**src/verilog/pfm_pkg.sv**
```systemverilog
// Constants shared by the press fault monitor: timing, register map, fault codes.
// Assumes a 50 MHz pclk and register access over APB.
package pfm_pkg;

  // ****************************************
  // Timing
  // ****************************************
  localparam int          CLK_MHZ     = 50;
  localparam int          TICK_US     = 1000;
  localparam int          TICK_CYCLES = TICK_US * CLK_MHZ;
  localparam int          LINE_MS     = 100;
  localparam logic [23:0] LINE_TICKS  = 24'((LINE_MS * 1000 + TICK_US - 1) / TICK_US);

  // ****************************************
  // Register map
  // ****************************************
  localparam logic [11:0] OFS_CTRL     = 12'h000;
  localparam logic [11:0] OFS_STATUS   = 12'h004;
  localparam logic [11:0] OFS_FAULT    = 12'h008;
  localparam logic [11:0] OFS_HIST_A   = 12'h00c;
  localparam logic [11:0] OFS_HIST_B   = 12'h010;
  localparam logic [11:0] OFS_LIM_BASE = 12'h020;
  localparam int          NLIM         = 13;
  localparam logic [23:0] LIM_RST      = 24'h0003e8;
  localparam int          CTRL_FRST    = 0;
  localparam int          ST_PRESS     = 0;
  localparam int          ST_MOTOR     = 1;
  localparam int          ST_ACTIVE    = 2;
  localparam int          ST_CHECK     = 3;

  // Limit register indices
  localparam int L_EN_CLUTCH = 0;
  localparam int L_CONT_ON   = 1;
  localparam int L_ENABLE    = 2;
  localparam int L_MAX_ON    = 3;
  localparam int L_RELEASE   = 4;
  localparam int L_TACH      = 5;
  localparam int L_COMM      = 6;
  localparam int L_COOL_C    = 7;
  localparam int L_COOL_B    = 8;
  localparam int L_OVSP      = 9;
  localparam int L_WRONG_DIR = 10;
  localparam int L_SOT_SPAN  = 11;
  localparam int L_CREEP     = 12;

  // ****************************************
  // Fault codes, four BCD digits, highest priority first
  // ****************************************
  localparam int NF = 20;
  localparam logic [15:0] FAULT_CODES [NF] = '{
    16'h0101, 16'h0204, 16'h0205, 16'h0206, 16'h0207, 16'h0208, 16'h0209,
    16'h0210, 16'h0211, 16'h0212, 16'h0213, 16'h0218, 16'h0219, 16'h0223,
    16'h0224, 16'h0225, 16'h0226, 16'h0227, 16'h0228, 16'h0231};
  localparam logic [7:0]  LEVEL_MOTOR = 8'h01;

endpackage : pfm_pkg

```
**src/verilog/pfm_top.sv**
```systemverilog
// Press fault monitor: supervises press control commands and feedback,
// latches fault codes and drives the stop outputs; APB registers.
// Assumes discrete inputs are synchronous to pclk; analog values come digitised.
//
// What this block does
// - Any 100-level fault stops the press and flags main motor stop.
// - Tach speed above reference plus overspeed margin raises 101.
// - Any 200-level fault stops the press, main motor keeps running.
// - Set point at zero after an accepted run raises 204.
// - Tach pulses missing for the tach-loss interval raises 205.
// - Motion against commanded direction beyond degree limit raises 206.
// - Lost phase, or sag over 20% beyond 100 ms, raises 207.
// - Enables without clutch-on within the timeout raise 208.
// - Contactor feedback lingering after clutch-on drops raises 209.
// - Enables disagreeing beyond timeout raise 210 or 213.
// - Inch and micro inch together with an enable raise 211.
// - Reverse without inch or micro inch raises 212.
// - Enables and clutch-on without contactor feedback in time raise 218.
// - Enables or clutch-on seen at power-up or fault reset raise 219.
// - Contactor on beyond the maximum on time raises 223.
// - Stop-on-top overrunning its allowed angular span raises 224.
// - Clutch-on dropped with enables, or before release delay, raises 225.
// - Stop angle reached above creep speed raises 226.
// - Enabling during cooldown raises 227 (clutch) or 228 (brake).
// - No data from control processor within comm timeout raises 231.
// - Control processor takes commands and returns data several times a second.
// - Current fault and four prior codes kept as four BCD digits.
//
// The implementer's own choices: the APB interface to the registers and the register addresses.
`timescale 1ns/1ps
module pfm_top
  import pfm_pkg::*;
#(
  parameter int PTICK = TICK_CYCLES
)
(
  input  wire logic        pclk,
  input  wire logic        presetn,
  input  wire logic        psel,
  input  wire logic        penable,
  input  wire logic        pwrite,
  input  wire logic [11:0] paddr,
  input  wire logic [31:0] pwdata,
  output logic      [31:0] prdata,
  output logic             pready,
  output logic             pslverr,
  input  wire logic        enable_a,
  input  wire logic        enable_b,
  input  wire logic        clutch_on,
  input  wire logic        inch,
  input  wire logic        micro_inch,
  input  wire logic        reverse,
  input  wire logic        contactor_fb,
  input  wire logic        tach_pulse,
  input  wire logic [15:0] tach_speed,
  input  wire logic [15:0] speed_ref,
  input  wire logic [15:0] set_point,
  input  wire logic [15:0] wrong_dir_deg,
  input  wire logic        sot_active,
  input  wire logic [15:0] sot_span_deg,
  input  wire logic        stop_angle_hit,
  input  wire logic        phase_lost,
  input  wire logic        line_sag,
  input  wire logic        clutch_cur_fault,
  input  wire logic        brake_cur_fault,
  input  wire logic        ctl_data_valid,
  output logic             stop_press,
  output logic             stop_motor,
  output logic             fault_active,
  output logic      [15:0] fault_code
);

  localparam int NT = 9;

  // ****************************************
  // Helpers
  // ****************************************
  function automatic int lim_idx(input logic [11:0] a);
    lim_idx = NLIM;
    if (a >= OFS_LIM_BASE && a < OFS_LIM_BASE + 12'(4 * NLIM) && a[1:0] == 2'b00)
      lim_idx = int'((a - OFS_LIM_BASE) >> 2);
  endfunction : lim_idx

  function automatic logic [15:0] pick_code(input logic [NF-1:0] d);
    pick_code = '0;
    for (int i = NF - 1; i >= 0; i--)
      if (d[i])
        pick_code = FAULT_CODES[i];
  endfunction : pick_code

  logic [23:0]   lim_q [NLIM];
  logic [23:0]   lim_d [NLIM];
  logic [23:0]   tick_q;
  logic [23:0]   tick_d;
  logic          tick;
  logic          clutch_prev_q;
  logic          run_q;
  logic          run_d;
  logic          chk_q;
  logic          chk_d;
  logic [23:0]   cool_c_q;
  logic [23:0]   cool_c_d;
  logic [23:0]   cool_b_q;
  logic [23:0]   cool_b_d;
  logic          active_q;
  logic          active_d;
  logic          press_q;
  logic          press_d;
  logic          motor_q;
  logic          motor_d;
  logic [31:0]   prdata_q;
  logic [31:0]   prdata_d;
  logic          pready_q;
  logic          pslverr_q;
  logic          pslverr_d;
  logic [NT-1:0] tcond;
  logic [NT-1:0] texp;
  logic [23:0]   tlim [NT];
  logic [NF-1:0] det;
  logic [15:0]   sel_code;
  logic          new_fault;
  logic          fault_reset;
  logic          acc;
  logic          en_both;
  logic          en_any;
  logic          cool_c_busy;
  logic          cool_b_busy;
  logic [15:0]   h_cur;
  logic [15:0]   h_p1;
  logic [15:0]   h_p2;
  logic [15:0]   h_p3;
  logic [15:0]   h_p4;

  // ****************************************
  // Timebase and command state
  // ****************************************
  assign tick        = (tick_q == 24'(PTICK - 1));
  assign en_both     = enable_a && enable_b;
  assign en_any      = enable_a || enable_b;
  assign cool_c_busy = (cool_c_q != 24'h000000);
  assign cool_b_busy = (cool_b_q != 24'h000000);

  always_comb
  begin
    tick_d = tick ? 24'h000000 : tick_q + 24'h000001;
    run_d  = run_q;
    if (!en_any)
      run_d = 1'b0;
    else if (en_both && clutch_on)
      run_d = 1'b1;
    // Window closes only once the press control has gone quiet
    chk_d = chk_q;
    if (fault_reset)
      chk_d = 1'b1;
    else if (!en_any && !clutch_on)
      chk_d = 1'b0;
    cool_c_d = cool_c_q;
    if (clutch_cur_fault)
      cool_c_d = lim_q[L_COOL_C];
    else if (tick && cool_c_busy)
      cool_c_d = cool_c_q - 24'h000001;
    cool_b_d = cool_b_q;
    if (brake_cur_fault)
      cool_b_d = lim_q[L_COOL_B];
    else if (tick && cool_b_busy)
      cool_b_d = cool_b_q - 24'h000001;
  end

  always_ff @(posedge pclk or negedge presetn)
  begin
    if (!presetn)
    begin
      tick_q        <= '0;
      clutch_prev_q <= 1'b0;
      run_q         <= 1'b0;
      chk_q         <= 1'b1;
      cool_c_q      <= '0;
      cool_b_q      <= '0;
    end
    else
    begin
      tick_q        <= tick_d;
      clutch_prev_q <= clutch_on;
      run_q         <= run_d;
      chk_q         <= chk_d;
      cool_c_q      <= cool_c_d;
      cool_b_q      <= cool_b_d;
    end
  end

  // ****************************************
  // Timed conditions
  // ****************************************
  assign tcond[0] = en_both && !clutch_on;
  assign tcond[1] = contactor_fb && !clutch_on;
  assign tcond[2] = enable_a != enable_b;
  assign tcond[3] = en_both && clutch_on && !contactor_fb;
  assign tcond[4] = contactor_fb;
  assign tcond[5] = run_q && !tach_pulse;
  assign tcond[6] = !ctl_data_valid;
  assign tcond[7] = line_sag;
  assign tcond[8] = !en_any && clutch_on;
  assign tlim[0]  = lim_q[L_EN_CLUTCH];
  assign tlim[1]  = lim_q[L_CONT_ON];
  assign tlim[2]  = lim_q[L_ENABLE];
  assign tlim[3]  = lim_q[L_CONT_ON];
  assign tlim[4]  = lim_q[L_MAX_ON];
  assign tlim[5]  = lim_q[L_TACH];
  assign tlim[6]  = lim_q[L_COMM];
  assign tlim[7]  = LINE_TICKS;
  assign tlim[8]  = lim_q[L_RELEASE];

  for (genvar g = 0; g < NT; g++)
  begin : g_timer
    pfm_timeout u_timeout (
      .pclk    (pclk),
      .presetn (presetn),
      .tick    (tick),
      .cond    (tcond[g]),
      .limit   (tlim[g]),
      .expired (texp[g])
    );
  end

  // ****************************************
  // Fault detection, index order is priority
  // ****************************************
  assign det[0]  = {1'b0, tach_speed} > {1'b0, speed_ref} + {1'b0, lim_q[L_OVSP][15:0]};
  assign det[1]  = run_q && set_point == 16'h0000;
  assign det[2]  = texp[5];
  assign det[3]  = wrong_dir_deg > lim_q[L_WRONG_DIR][15:0];
  assign det[4]  = phase_lost || texp[7];
  assign det[5]  = texp[0];
  assign det[6]  = texp[1];
  // Enable B missing reads as 210, enable A missing as 213
  assign det[7]  = texp[2] && enable_a;
  assign det[8]  = en_any && inch && micro_inch;
  assign det[9]  = reverse && !inch && !micro_inch;
  assign det[10] = texp[2] && enable_b;
  assign det[11] = texp[3];
  assign det[12] = chk_q && (en_any || clutch_on);
  assign det[13] = texp[4];
  assign det[14] = sot_active && sot_span_deg > lim_q[L_SOT_SPAN][15:0];
  // Falling clutch-on: judged on last cycle's release timer
  assign det[15] = clutch_prev_q && !clutch_on && (en_any || !texp[8]);
  assign det[16] = stop_angle_hit && tach_speed > lim_q[L_CREEP][15:0];
  assign det[17] = en_any && cool_c_busy;
  assign det[18] = en_any && cool_b_busy;
  assign det[19] = texp[6];

  assign sel_code = pick_code(det);
  // A fault arriving with the reset write is kept, not lost
  assign new_fault = (|det) && (!active_q || fault_reset);

  always_comb
  begin
    active_d = active_q;
    press_d  = press_q;
    motor_d  = motor_q;
    if (new_fault)
    begin
      active_d = 1'b1;
      press_d  = 1'b1;
      motor_d  = (sel_code[15:8] == LEVEL_MOTOR);
    end
    else if (fault_reset)
    begin
      active_d = 1'b0;
      press_d  = 1'b0;
      motor_d  = 1'b0;
    end
  end

  always_ff @(posedge pclk or negedge presetn)
  begin
    if (!presetn)
    begin
      active_q <= 1'b0;
      press_q  <= 1'b0;
      motor_q  <= 1'b0;
    end
    else
    begin
      active_q <= active_d;
      press_q  <= press_d;
      motor_q  <= motor_d;
    end
  end

  pfm_fault_log u_log (
    .pclk    (pclk),
    .presetn (presetn),
    .log_en  (new_fault),
    .code_in (sel_code),
    .cur     (h_cur),
    .prior1  (h_p1),
    .prior2  (h_p2),
    .prior3  (h_p3),
    .prior4  (h_p4)
  );

  // ****************************************
  // APB slave, no wait states
  // ****************************************
  assign acc         = psel && penable && pready_q;
  assign fault_reset = acc && pwrite && paddr == OFS_CTRL && pwdata[CTRL_FRST];

  always_comb
  begin
    lim_d     = lim_q;
    prdata_d  = '0;
    pslverr_d = 1'b0;
    if (acc && pwrite && lim_idx(paddr) < NLIM)
      lim_d[lim_idx(paddr)] = pwdata[23:0];
    if (psel && !penable)
    begin
      if (paddr == OFS_CTRL)
        prdata_d = '0;
      else if (paddr == OFS_STATUS)
        prdata_d = {28'h0, chk_q, active_q, motor_q, press_q};
      else if (paddr == OFS_FAULT)
        prdata_d = {16'h0, h_cur};
      else if (paddr == OFS_HIST_A)
        prdata_d = {h_p2, h_p1};
      else if (paddr == OFS_HIST_B)
        prdata_d = {h_p4, h_p3};
      else if (lim_idx(paddr) < NLIM)
        prdata_d = {8'h0, lim_q[lim_idx(paddr)]};
      else
        pslverr_d = 1'b1;
    end
  end

  always_ff @(posedge pclk or negedge presetn)
  begin
    if (!presetn)
    begin
      for (int i = 0; i < NLIM; i++)
        lim_q[i] <= LIM_RST;
      prdata_q  <= '0;
      pready_q  <= 1'b0;
      pslverr_q <= 1'b0;
    end
    else
    begin
      lim_q     <= lim_d;
      prdata_q  <= prdata_d;
      pready_q  <= psel && !penable;
      pslverr_q <= pslverr_d;
    end
  end

  assign prdata       = prdata_q;
  assign pready       = pready_q;
  assign pslverr      = pslverr_q;
  assign stop_press   = press_q;
  assign stop_motor   = motor_q;
  assign fault_active = active_q;
  assign fault_code   = h_cur;

  // ****************************************
  // Checks
  // ****************************************
  a_motor_stop_set: assert property (@(posedge pclk) disable iff (!presetn)
    new_fault && sel_code[15:8] == LEVEL_MOTOR |=> stop_motor && stop_press)
    else $error("100-level fault did not stop motor");
  a_overspeed_code: assert property (@(posedge pclk) disable iff (!presetn)
    !active_q && tach_speed > speed_ref + lim_q[L_OVSP][15:0] && !speed_ref[15]
    && !lim_q[L_OVSP][15] |=> fault_code == 16'h0101 && fault_active)
    else $error("overspeed not reported as 101");
  a_stop_now_set: assert property (@(posedge pclk) disable iff (!presetn)
    new_fault && sel_code[15:8] != LEVEL_MOTOR |=> stop_press && !stop_motor)
    else $error("200-level fault handled wrongly");
  a_latch_holds: assert property (@(posedge pclk) disable iff (!presetn)
    active_q && !fault_reset |=> fault_active && $stable(fault_code) && stop_press)
    else $error("fault latch changed without reset");
  a_inch_both: assert property (@(posedge pclk) disable iff (!presetn)
    !active_q && enable_a && inch && micro_inch |=> fault_active)
    else $error("inch and micro inch together not faulted");
  a_reverse_alone: assert property (@(posedge pclk) disable iff (!presetn)
    !active_q && reverse && !inch && !micro_inch |=> fault_active)
    else $error("reverse alone not faulted");
  a_startup_check: assert property (@(posedge pclk) disable iff (!presetn)
    chk_q && !active_q && clutch_on |=> fault_active)
    else $error("clutch-on at start not faulted");
  a_reset_clears: assert property (@(posedge pclk) disable iff (!presetn)
    fault_reset && det == '0 |=> !fault_active && !stop_press && !stop_motor)
    else $error("fault reset did not clear");
  a_apb_ready: assert property (@(posedge pclk) disable iff (!presetn)
    psel && !penable |=> pready ##1 !pready)
    else $error("APB ready timing wrong");

  c_motor_fault: cover property (@(posedge pclk) disable iff (!presetn)
    new_fault && sel_code == 16'h0101);
  c_comm_fault: cover property (@(posedge pclk) disable iff (!presetn)
    new_fault && sel_code == 16'h0231);
  c_reset_then_fault: cover property (@(posedge pclk) disable iff (!presetn)
    fault_reset ##[1:20] new_fault);
  c_history_full: cover property (@(posedge pclk) disable iff (!presetn)
    h_p4 != 16'h0000);

endmodule : pfm_top

```
**src/verilog/pfm_timeout.sv**
```systemverilog
// Timeout detector: counts timebase ticks while its condition holds.
// Assumes a free-running tick pulse from the parent.
`timescale 1ns/1ps
module pfm_timeout
  import pfm_pkg::*;
(
  input  wire logic        pclk,
  input  wire logic        presetn,
  input  wire logic        tick,
  input  wire logic        cond,
  input  wire logic [23:0] limit,
  output logic             expired
);

  logic [23:0] cnt_q;
  logic [23:0] cnt_d;
  logic        exp_q;
  logic        exp_d;

  always_comb
  begin
    cnt_d = cnt_q;
    if (!cond)
      cnt_d = '0;
    else if (tick && cnt_q != 24'hffffff)
      cnt_d = cnt_q + 24'h000001;
    exp_d = cond && (cnt_q >= limit);
  end

  always_ff @(posedge pclk or negedge presetn)
  begin
    if (!presetn)
    begin
      cnt_q <= '0;
      exp_q <= 1'b0;
    end
    else
    begin
      cnt_q <= cnt_d;
      exp_q <= exp_d;
    end
  end

  assign expired = exp_q;

  a_timer_clear: assert property (@(posedge pclk) disable iff (!presetn)
    !cond |=> !expired && cnt_q == 24'h000000)
    else $error("timeout not cleared when condition dropped");
  a_timer_cause: assert property (@(posedge pclk) disable iff (!presetn)
    expired |-> $past(cond) && $past(cnt_q) >= $past(limit))
    else $error("timeout expired without cause");

endmodule : pfm_timeout

```
**src/verilog/pfm_fault_log.sv**
```systemverilog
// Fault log: current code plus four prior codes, four BCD digits each.
// Assumes log_en is a one-cycle pulse per new fault.
`timescale 1ns/1ps
module pfm_fault_log
  import pfm_pkg::*;
(
  input  wire logic        pclk,
  input  wire logic        presetn,
  input  wire logic        log_en,
  input  wire logic [15:0] code_in,
  output logic      [15:0] cur,
  output logic      [15:0] prior1,
  output logic      [15:0] prior2,
  output logic      [15:0] prior3,
  output logic      [15:0] prior4
);

  logic [15:0] hist_q [5];
  logic [15:0] hist_d [5];

  always_comb
  begin
    hist_d = hist_q;
    if (log_en)
    begin
      hist_d[0] = code_in;
      for (int i = 1; i < 5; i++)
        hist_d[i] = hist_q[i-1];
    end
  end

  always_ff @(posedge pclk or negedge presetn)
  begin
    if (!presetn)
      for (int i = 0; i < 5; i++)
        hist_q[i] <= '0;
    else
      hist_q <= hist_d;
  end

  assign cur    = hist_q[0];
  assign prior1 = hist_q[1];
  assign prior2 = hist_q[2];
  assign prior3 = hist_q[3];
  assign prior4 = hist_q[4];

  a_history_shift: assert property (@(posedge pclk) disable iff (!presetn)
    log_en |=> prior1 == $past(cur) && prior4 == $past(prior3) && cur == $past(code_in))
    else $error("fault history did not shift");

endmodule : pfm_fault_log

```
**config.mk**
```make
export PLATFORM = sky130hd
export DESIGN_NAME = pfm_top
export DESIGN_NICKNAME = d
export VERILOG_FILES = /design/src/verilog/pfm_pkg.sv /design/src/verilog/pfm_top.sv /design/src/verilog/pfm_timeout.sv /design/src/verilog/pfm_fault_log.sv
export SDC_FILE = /design/constraint.sdc
export NUM_CORES = 2
export LEC_CHECK = 0
export ABC_AREA = 1
export BUFFER_PORTS_ARGS = -buffer_cell sky130_fd_sc_hd__buf_2
export CAP_MARGIN = 20
export CORE_ASPECT_RATIO = 0.8
export CORE_MARGIN = 2
export CORE_UTILIZATION = 27
export CTS_CLUSTER_SIZE = 28
export DETAILED_ROUTE_END_ITERATION = 8
export HOLD_SLACK_MARGIN = 0.06
export SETUP_SLACK_MARGIN = 0.15
export SKIP_LAST_GASP = 1
export SYNTH_ARGS = -nofsm -noshare
export SYNTH_HDL_FRONTEND = slang
export SYNTH_HIERARCHICAL = 1
export SYNTH_SLANG_ARGS = --single-unit
```
**constraint.sdc**
```tcl
create_clock -name pclk -period 7.85 [get_ports pclk]
set_clock_uncertainty 0.05 [all_clocks]
set_input_delay 0.3925 -clock pclk [delete_from_list [all_inputs] [get_ports pclk]]
set_output_delay 0.3925 -clock pclk [all_outputs]
set_load 0.05 [all_outputs]
```
== After elaboration in Yosys (flattened, before gate mapping) ==
Cells that the tools add are included.

* Bitwise gates (word level): 2
* Order comparisons: 20
* Div/mod/pow operators: 0
* Multiplexer cells: 85
* Shift-type cells: 0
* Reduce and logical (&&, ||, !) cells: 79
* $mul: 0
* Eq/ne operators: 25
* $add $sub $neg: 14

{| class="wikitable"
|+ Operators by type and width
! cell !! count
|-
| 2-to-1 mux 24 bit || 27
|-
| 2-to-1 mux 32 bit || 20
|-
| bitwise mux 312 bit || 1
|-
| 2-to-1 mux 16 bit || 19
|-
| adder 24 x 1 -> 24 bit (second input constant) || 10
|-
| inequality test 24 bit (second input constant) || 9
|-
| greater-or-equal comparator 24 bit || 8
|-
| binary-select mux 24 bit (select 4 bit) || 1
|-
| demux 24 bit (select 4 bit) || 1
|-
| greater-or-equal comparator 32 x 5 -> 1 bit (second input constant) || 2
|-
| < comparator 32 x 5 -> 1 bit (second input constant) || 2
|-
| NOT 32 bit || 2
|-
| logical AND 1 bit || 53
|-
| > comparator 16 bit || 3
|-
| nonzero test 24 bit || 2
|-
| subtractor 24 x 1 -> 24 bit (second input constant) || 2
|-
| < comparator 32 x 1 -> 1 bit (second input constant) || 1
|-
| 2-to-1 mux 30 bit || 1
|-
| equality test 12 x 4 -> 1 bit (second input constant) || 2
|-
| equality test 24 x 16 -> 1 bit (second input constant) || 1
|-
| greater-or-equal comparator 24 x 7 -> 1 bit (second input constant) || 1
|-
| OR reduction 20 bit || 1
|-
| adder 16 x 16 -> 17 bit || 1
|-
| > comparator 16 x 17 -> 1 bit || 1
|-
| 17 further kinds || 54
|}

* Memories kept: 0
* ROM bits: 0
* Flip-flop bits (word level): 728
* Latch bits: 0
* Bits in writable memories: 0
* Word-level logic and storage cells: 272
* Output and inout port bits: 53

== Depth between registers and ports, before layout ==
* Depth in word-level cells: 29
* Depth in mapped cells: 30
* Mapped depth without buffers: 30

== Hierarchy ==
The synthesis kept the hierarchy.

{| class="wikitable"
|+ Modules (own cells, without submodules)
! module !! sequential area each (um^2) !! area each (um^2) !! times used !! cells an instance
|-
| pfm_top || 10684.0 || 22079.9 || 1 || 2692
|-
| pfm_timeout || 625.6 || 2321.0 || 9 || 354
|-
| pfm_fault_log || 2001.9 || 3052.9 || 1 || 338
|}

== Worst setup path before layout ==
OpenSTA, ideal clock, no wires.

* Path kind: reg-to-reg
* Start point: reg tick_q[0]
* End point: reg cool_c_q[20]
* Clock period less this slack: 6519 ps
* Stages on the path, launching flop included: 14
* Arrival: 6381 ps
* Buffers on the path: 0
* Setup slack: 1331 ps
* Library setup time: 88 ps
* Data required time: 7712 ps
* Cells stage by stage: dfrtp_1 ha_1 nand2_1 nor2_1 inv_1 nor2_1 inv_1 nor4_2 nand2_1 nor2_1 clkinv_1 a21oi_1 o21ai_0 o211ai_1

* Word-level cells in the longest chain between the ends: 3

{| class="wikitable"
|+ Ends and longest elaborated chain
! what !! line !! source
|-
| start: declaration || pfm_top.sv:93 || <nowiki>logic [23:0] tick_q;</nowiki>
|-
| start signal: assignment || pfm_top.sv:182 || <nowiki>tick_q <= tick_d;</nowiki>
|-
| equality test 24 x 16 -> 1 bit || pfm_top.sv:137 || <nowiki>assign tick = (tick_q == 24'(PTICK - 1));</nowiki>
|-
| named net tick || pfm_top.sv:95 || <nowiki>logic tick;</nowiki>
|-
| logical AND 1 bit || pfm_top.sv:160 || <nowiki>else if (tick && cool_c_busy)</nowiki>
|-
| nonzero test 2 bit (no source line) || n/a ||
|-
| end signal: assignment || pfm_top.sv:186 || <nowiki>cool_c_q <= cool_c_d;</nowiki>
|-
| end: declaration || pfm_top.sv:101 || <nowiki>logic [23:0] cool_c_q;</nowiki>
|}

The timed path passes the listed nets, and every way through them passes these cells.
A chain may end at the register's enable or synchronous reset.

== Final worst setup path ==
* Start point: reg lim_q[72] (netlist name)
* End point: reg u_log.hist_q, in the netlist u_log/prior4[3]

* Word-level cells in the longest chain between the ends: 4

{| class="wikitable"
|+ Ends and longest elaborated chain
! what !! line !! source
|-
| start: declaration || pfm_top.sv:91 || <nowiki>logic [23:0] lim_q [NLIM];</nowiki>
|-
| start signal: assignment || pfm_top.sv:346 || <nowiki>lim_q <= lim_d;</nowiki>
|-
| adder 16 x 16 -> 17 bit || pfm_top.sv:228 || <nowiki>assign det[0] = {1'b0, tach_speed} > {1'b0, speed_ref} + {1'b0, lim_q[L_OVSP][15:0]};</nowiki>
|-
| > comparator 16 x 17 -> 1 bit || pfm_top.sv:228 ||
|-
| OR reduction 20 bit || pfm_top.sv:253 || <nowiki>assign new_fault = (|det) && (!active_q || fault_reset);</nowiki>
|-
| logical AND 1 bit || pfm_top.sv:253 ||
|-
| end signal: assignment || pfm_fault_log.sv:38 || <nowiki>hist_q <= hist_d;</nowiki>
|-
| end: declaration || pfm_fault_log.sv:18 || <nowiki>logic [15:0] hist_q [5];</nowiki>
|}

No other way between the ends.

==> flow_summary.toml <==
[global_routing]
grt_max_degree = 159
grt_overflow = 0
grt_pass1_wl_mm = 241.2
grt_usage_pct = 17.76
antenna_found_initial = 15
grt_pass1_vias = 39390

[clock_network]
cts-resized-gates = 0
tritoncts = "yes"
cts_buffer_depth = 3
clk_latency_ns = 0.69
clkSinkCount = 728
clk_pin_slew_worst_paths_ns = 0.07
h-tree-depth = 3
cts_root_buffer = "clkbuf_16"
cts_setup_buffers = 0
cts_buffers = 78

[status]
status = "finished, final reports clean"

[die]
num_rows = 135
coreArea_um2 = 169300
ios = 197
fp.dieH_um = 373.3
dieArea_um2 = 173800
die_w_um = 465.6
initial_core_util_pct = 27.19

[layout]
final-instance-count-excl-fill = 8686
syn_to_final_growth_pct = 13.45
drive_above_1_share_pct = 8.829
final_util_pct = 30.85
stdcell_area_um2 = 52210
fill_cells = 17980
layout.nets = 6812

[critical_path]
cp_top_family = "simple AND/OR/NAND/NOR gates"
cp_num_buf_inv = 4
path_depth = 24
cp_max_fo = 50
worstRegToRegCells = 24
startpoint_type = "register"
criticalPathCategory = "reg -> reg"
crit_path_frequent_cell = "nand2_1"
crit_slowest_cell = "buf_4"
cpPeakStageDelay_ns = 0.56
crit_path_cell_trace = "ha_1, inv_1, fa_1, nand3b_1, and2_1, o221ai_1, nand3_1, nand2_1, a21oi_1, xor2_1, ha_1, inv_1, nor3_1, o31ai_1, a21oi_1, o21ai_0, nand2_1, nand3_1, nand2_1, nand2_1, inv_2, buf_4, nand2_1, nand2_1"
end_kind = "register"
required_ns = 8.43
crit_arrival_ns = 6.03

[power_and_ir_drop]
power.leakage_nw = 24.31
switchingPower_mw = 2.132
seq_power_share_pct = 44.3
cellPowerDensity_nw_per_um2 = 163.6
power_mw = 8.543
p_int_mw = 6.411
ir_drop_mv = 0.1545
clockPowerShare_pct = 50.0
comb_power_share_pct = 5.7
netSwitchingFraction_pct = 24.96

[sta]
fin_ws_ns = 2.394
hold_ws_ns = 0.1275
worst_pin_slew_ns = 1.184
rsz0062_at_grt = "false"
hold_viol = 0
finalMaxSlewViolations = 0
setup_viol = 0
final.setup.tns_ns = 0
slew_headroom_pct = 21.00
layout_min_cycle_time_ns = 5.456
fmax_mhz = 183.3
fin_crit_sh_pct = 69.50

[logic_synthesis]
yosys.area.top_type_share_pct = 35.29
ys_top_cells_by_area = "dfrtp_1 35%, nand2_1 16%, ha_1 8.5%, inv_1 5.7%, nor2_1 5.1%"
synth_top_flop_cell = "dfrtp_1"
synth_edf_count = 0
async_flop_share_pct = 100.0
synth_area_leader_cell = "dfrtp_1"
ys_warn_count = 6
ys_types = 62
synthesis.area_um2 = 46020
postSynthAreaPerCell_um2 = 7.404
netlist_top_cells_count = "1968 x nand2_1, 700 x inv_1, 649 x dfrtp_1"
yosysSeqAreaShare_pct = 39.80
synth_cells = 6216
synth_seq_cells = 728
synth.most_common_cell = "nand2_1"

[route]
routedWlPerCell_um = 18.10
first_pass_iters = 6
drc_errors = 0
vias = 42570
dr.first_iter.drc_count = 4580
detail_route.wirelength_mm = 157.2
ant_nets = 0
vias_per_cell = 4.901

[place]
place_congestion = 0.9446
portBuffers = 188
place_ws_ns = 2.454
place_area_um2 = 49160
dp_hpwl_mm = 115.3
place_inst = 8523

[worst_hold_path]
hold_path_depth = 3
hp-class = "in -> reg"

[job]
maxCapViolCount = 0
[cells by family (layout without fill, tap and decap cells)]
family	count (synthesis)	after routing	synth area share [%]
AND/OR/NAND/NOR	3214	3214	29.68
buffers and inverters	938	1114	8.529
AO/OA/AOI/OAI	866	866	10.51
flip-flops	728	728	39.80
adder cells (fa/ha/maj)	312	312	8.499
XOR/XNOR	155	155	2.950
other	2	36	0.01632
multiplexers	1	1	0.02447
[power by group through the flow]
stage / combinational (mW) / sequential (mW) / clock, mW
after floorplan: 0.225 / 3.87 / 0
after global placement: 0.478 / 3.85 / 0
after detailed placement: 0.485 / 3.85 / 0
after CTS: 0.488 / 3.78 / 4.36
after global routing: 0.540 / 3.78 / 4.49
final: 0.490 / 3.78 / 4.27
[worst min-delay path, stage by stage]
cell	delay [ns]
buf_2	0.25
nand2_1	0.13
nand2_1	0.05
[path summary, 6_finish.rpt]
path / slack [ns] / startpoint / endpoint
min: 0.13 / clutch_cur_fault / cool_c_q[18]
min reg2reg: 0.42 / u_log/prior4[13] / u_log/prior4[13]
max in group asynchronous: 5.56 / presetn / g_timer[8].u_timeout/cnt_q[8]
min in group asynchronous: 0.27 / presetn / g_timer[0].u_timeout/cnt_q[22]
max: 2.39 / lim_q[72] / u_log/prior4[3]
max reg2reg: 2.39 / lim_q[72] / u_log/prior4[3]
[layout by cell type, fill, tap and decap left out, types with 12 or more instances in the layout]
cell type | Yosys | final
nand2_2 | 18 | 18
nand2_4 | 36 | 36
nand3b_1 | 12 | 12
nand3_1 | 238 | 238
buf_2 | 55 | 187
a31oi_1 | 14 | 14
o221ai_1 | 17 | 17
xnor2_1 | 28 | 28
nor2_1 | 626 | 625
dfrtp_1 | 649 | 649
nor3_1 | 41 | 41
o21ai_1 | 251 | 251
xor2_1 | 127 | 127
bufinv_16 | 0 | 17
buf_4 | 19 | 40
dfstp_2 | 79 | 79
o22ai_1 | 135 | 135
clkbuf_1 | 106 | 15
o21ai_0 | 197 | 197
nor4_1 | 16 | 16
ha_1 | 311 | 311
conb_1 | 2 | 32
nor2_4 | 27 | 28
clkbuf_16 | 0 | 80
clkinv_1 | 13 | 12
nand2_1 | 1968 | 1968
a21oi_1 | 171 | 171
nand4_1 | 197 | 197
o211ai_1 | 13 | 13
inv_1 | 700 | 698
inv_6 | 10 | 12
o2111ai_1 | 14 | 14
[repair_timing]
action,CTS,global route
setup endpoints to repair,0,0
endpoints found under the hold margin,87,2
hold buffers,5,1
[sequential cells by signal, summed over array words and instances (netlist names), 9 cells and up]
register / cells
g_timer.u_timeout/expired: 9
u_log/prior3: 16
u_log/prior4: 16
cool_b_q: 24
u_log/cur: 16
g_timer.u_timeout/cnt_q: 216
u_log/prior2: 16
tick_q: 24
cool_c_q: 24
prdata: 32
lim_q: 312
u_log/prior1: 16
[final cells by class]
class	count	area [um2]	area share, %
Antenna cell	4	10.01	0.01917
Timing Repair Buffer	242	1470	2.816
Inverter	726	2775	5.315
Clock buffer	103	2168	4.153
Multi-Input combinational cell	4580	23910	45.79
Tap cell	2260	2828	5.416
Sequential cell	728	18320	35.08
Clock inverter	43	737.0	1.411
[per-layer routing]
metal | vias up | global-route usage [%] | wire length [um]
met1 | 20320 | 26.23 | 73440
met5 | - | 0 | 23
met3 | 240 | 3.452 | 13510
met2 | 1576 | 25.65 | 64970
met4 | 4 | 5.789 | 5285
li1 | 20430 | - | -
No activity file was read; power rests on OpenSTA's default activity.
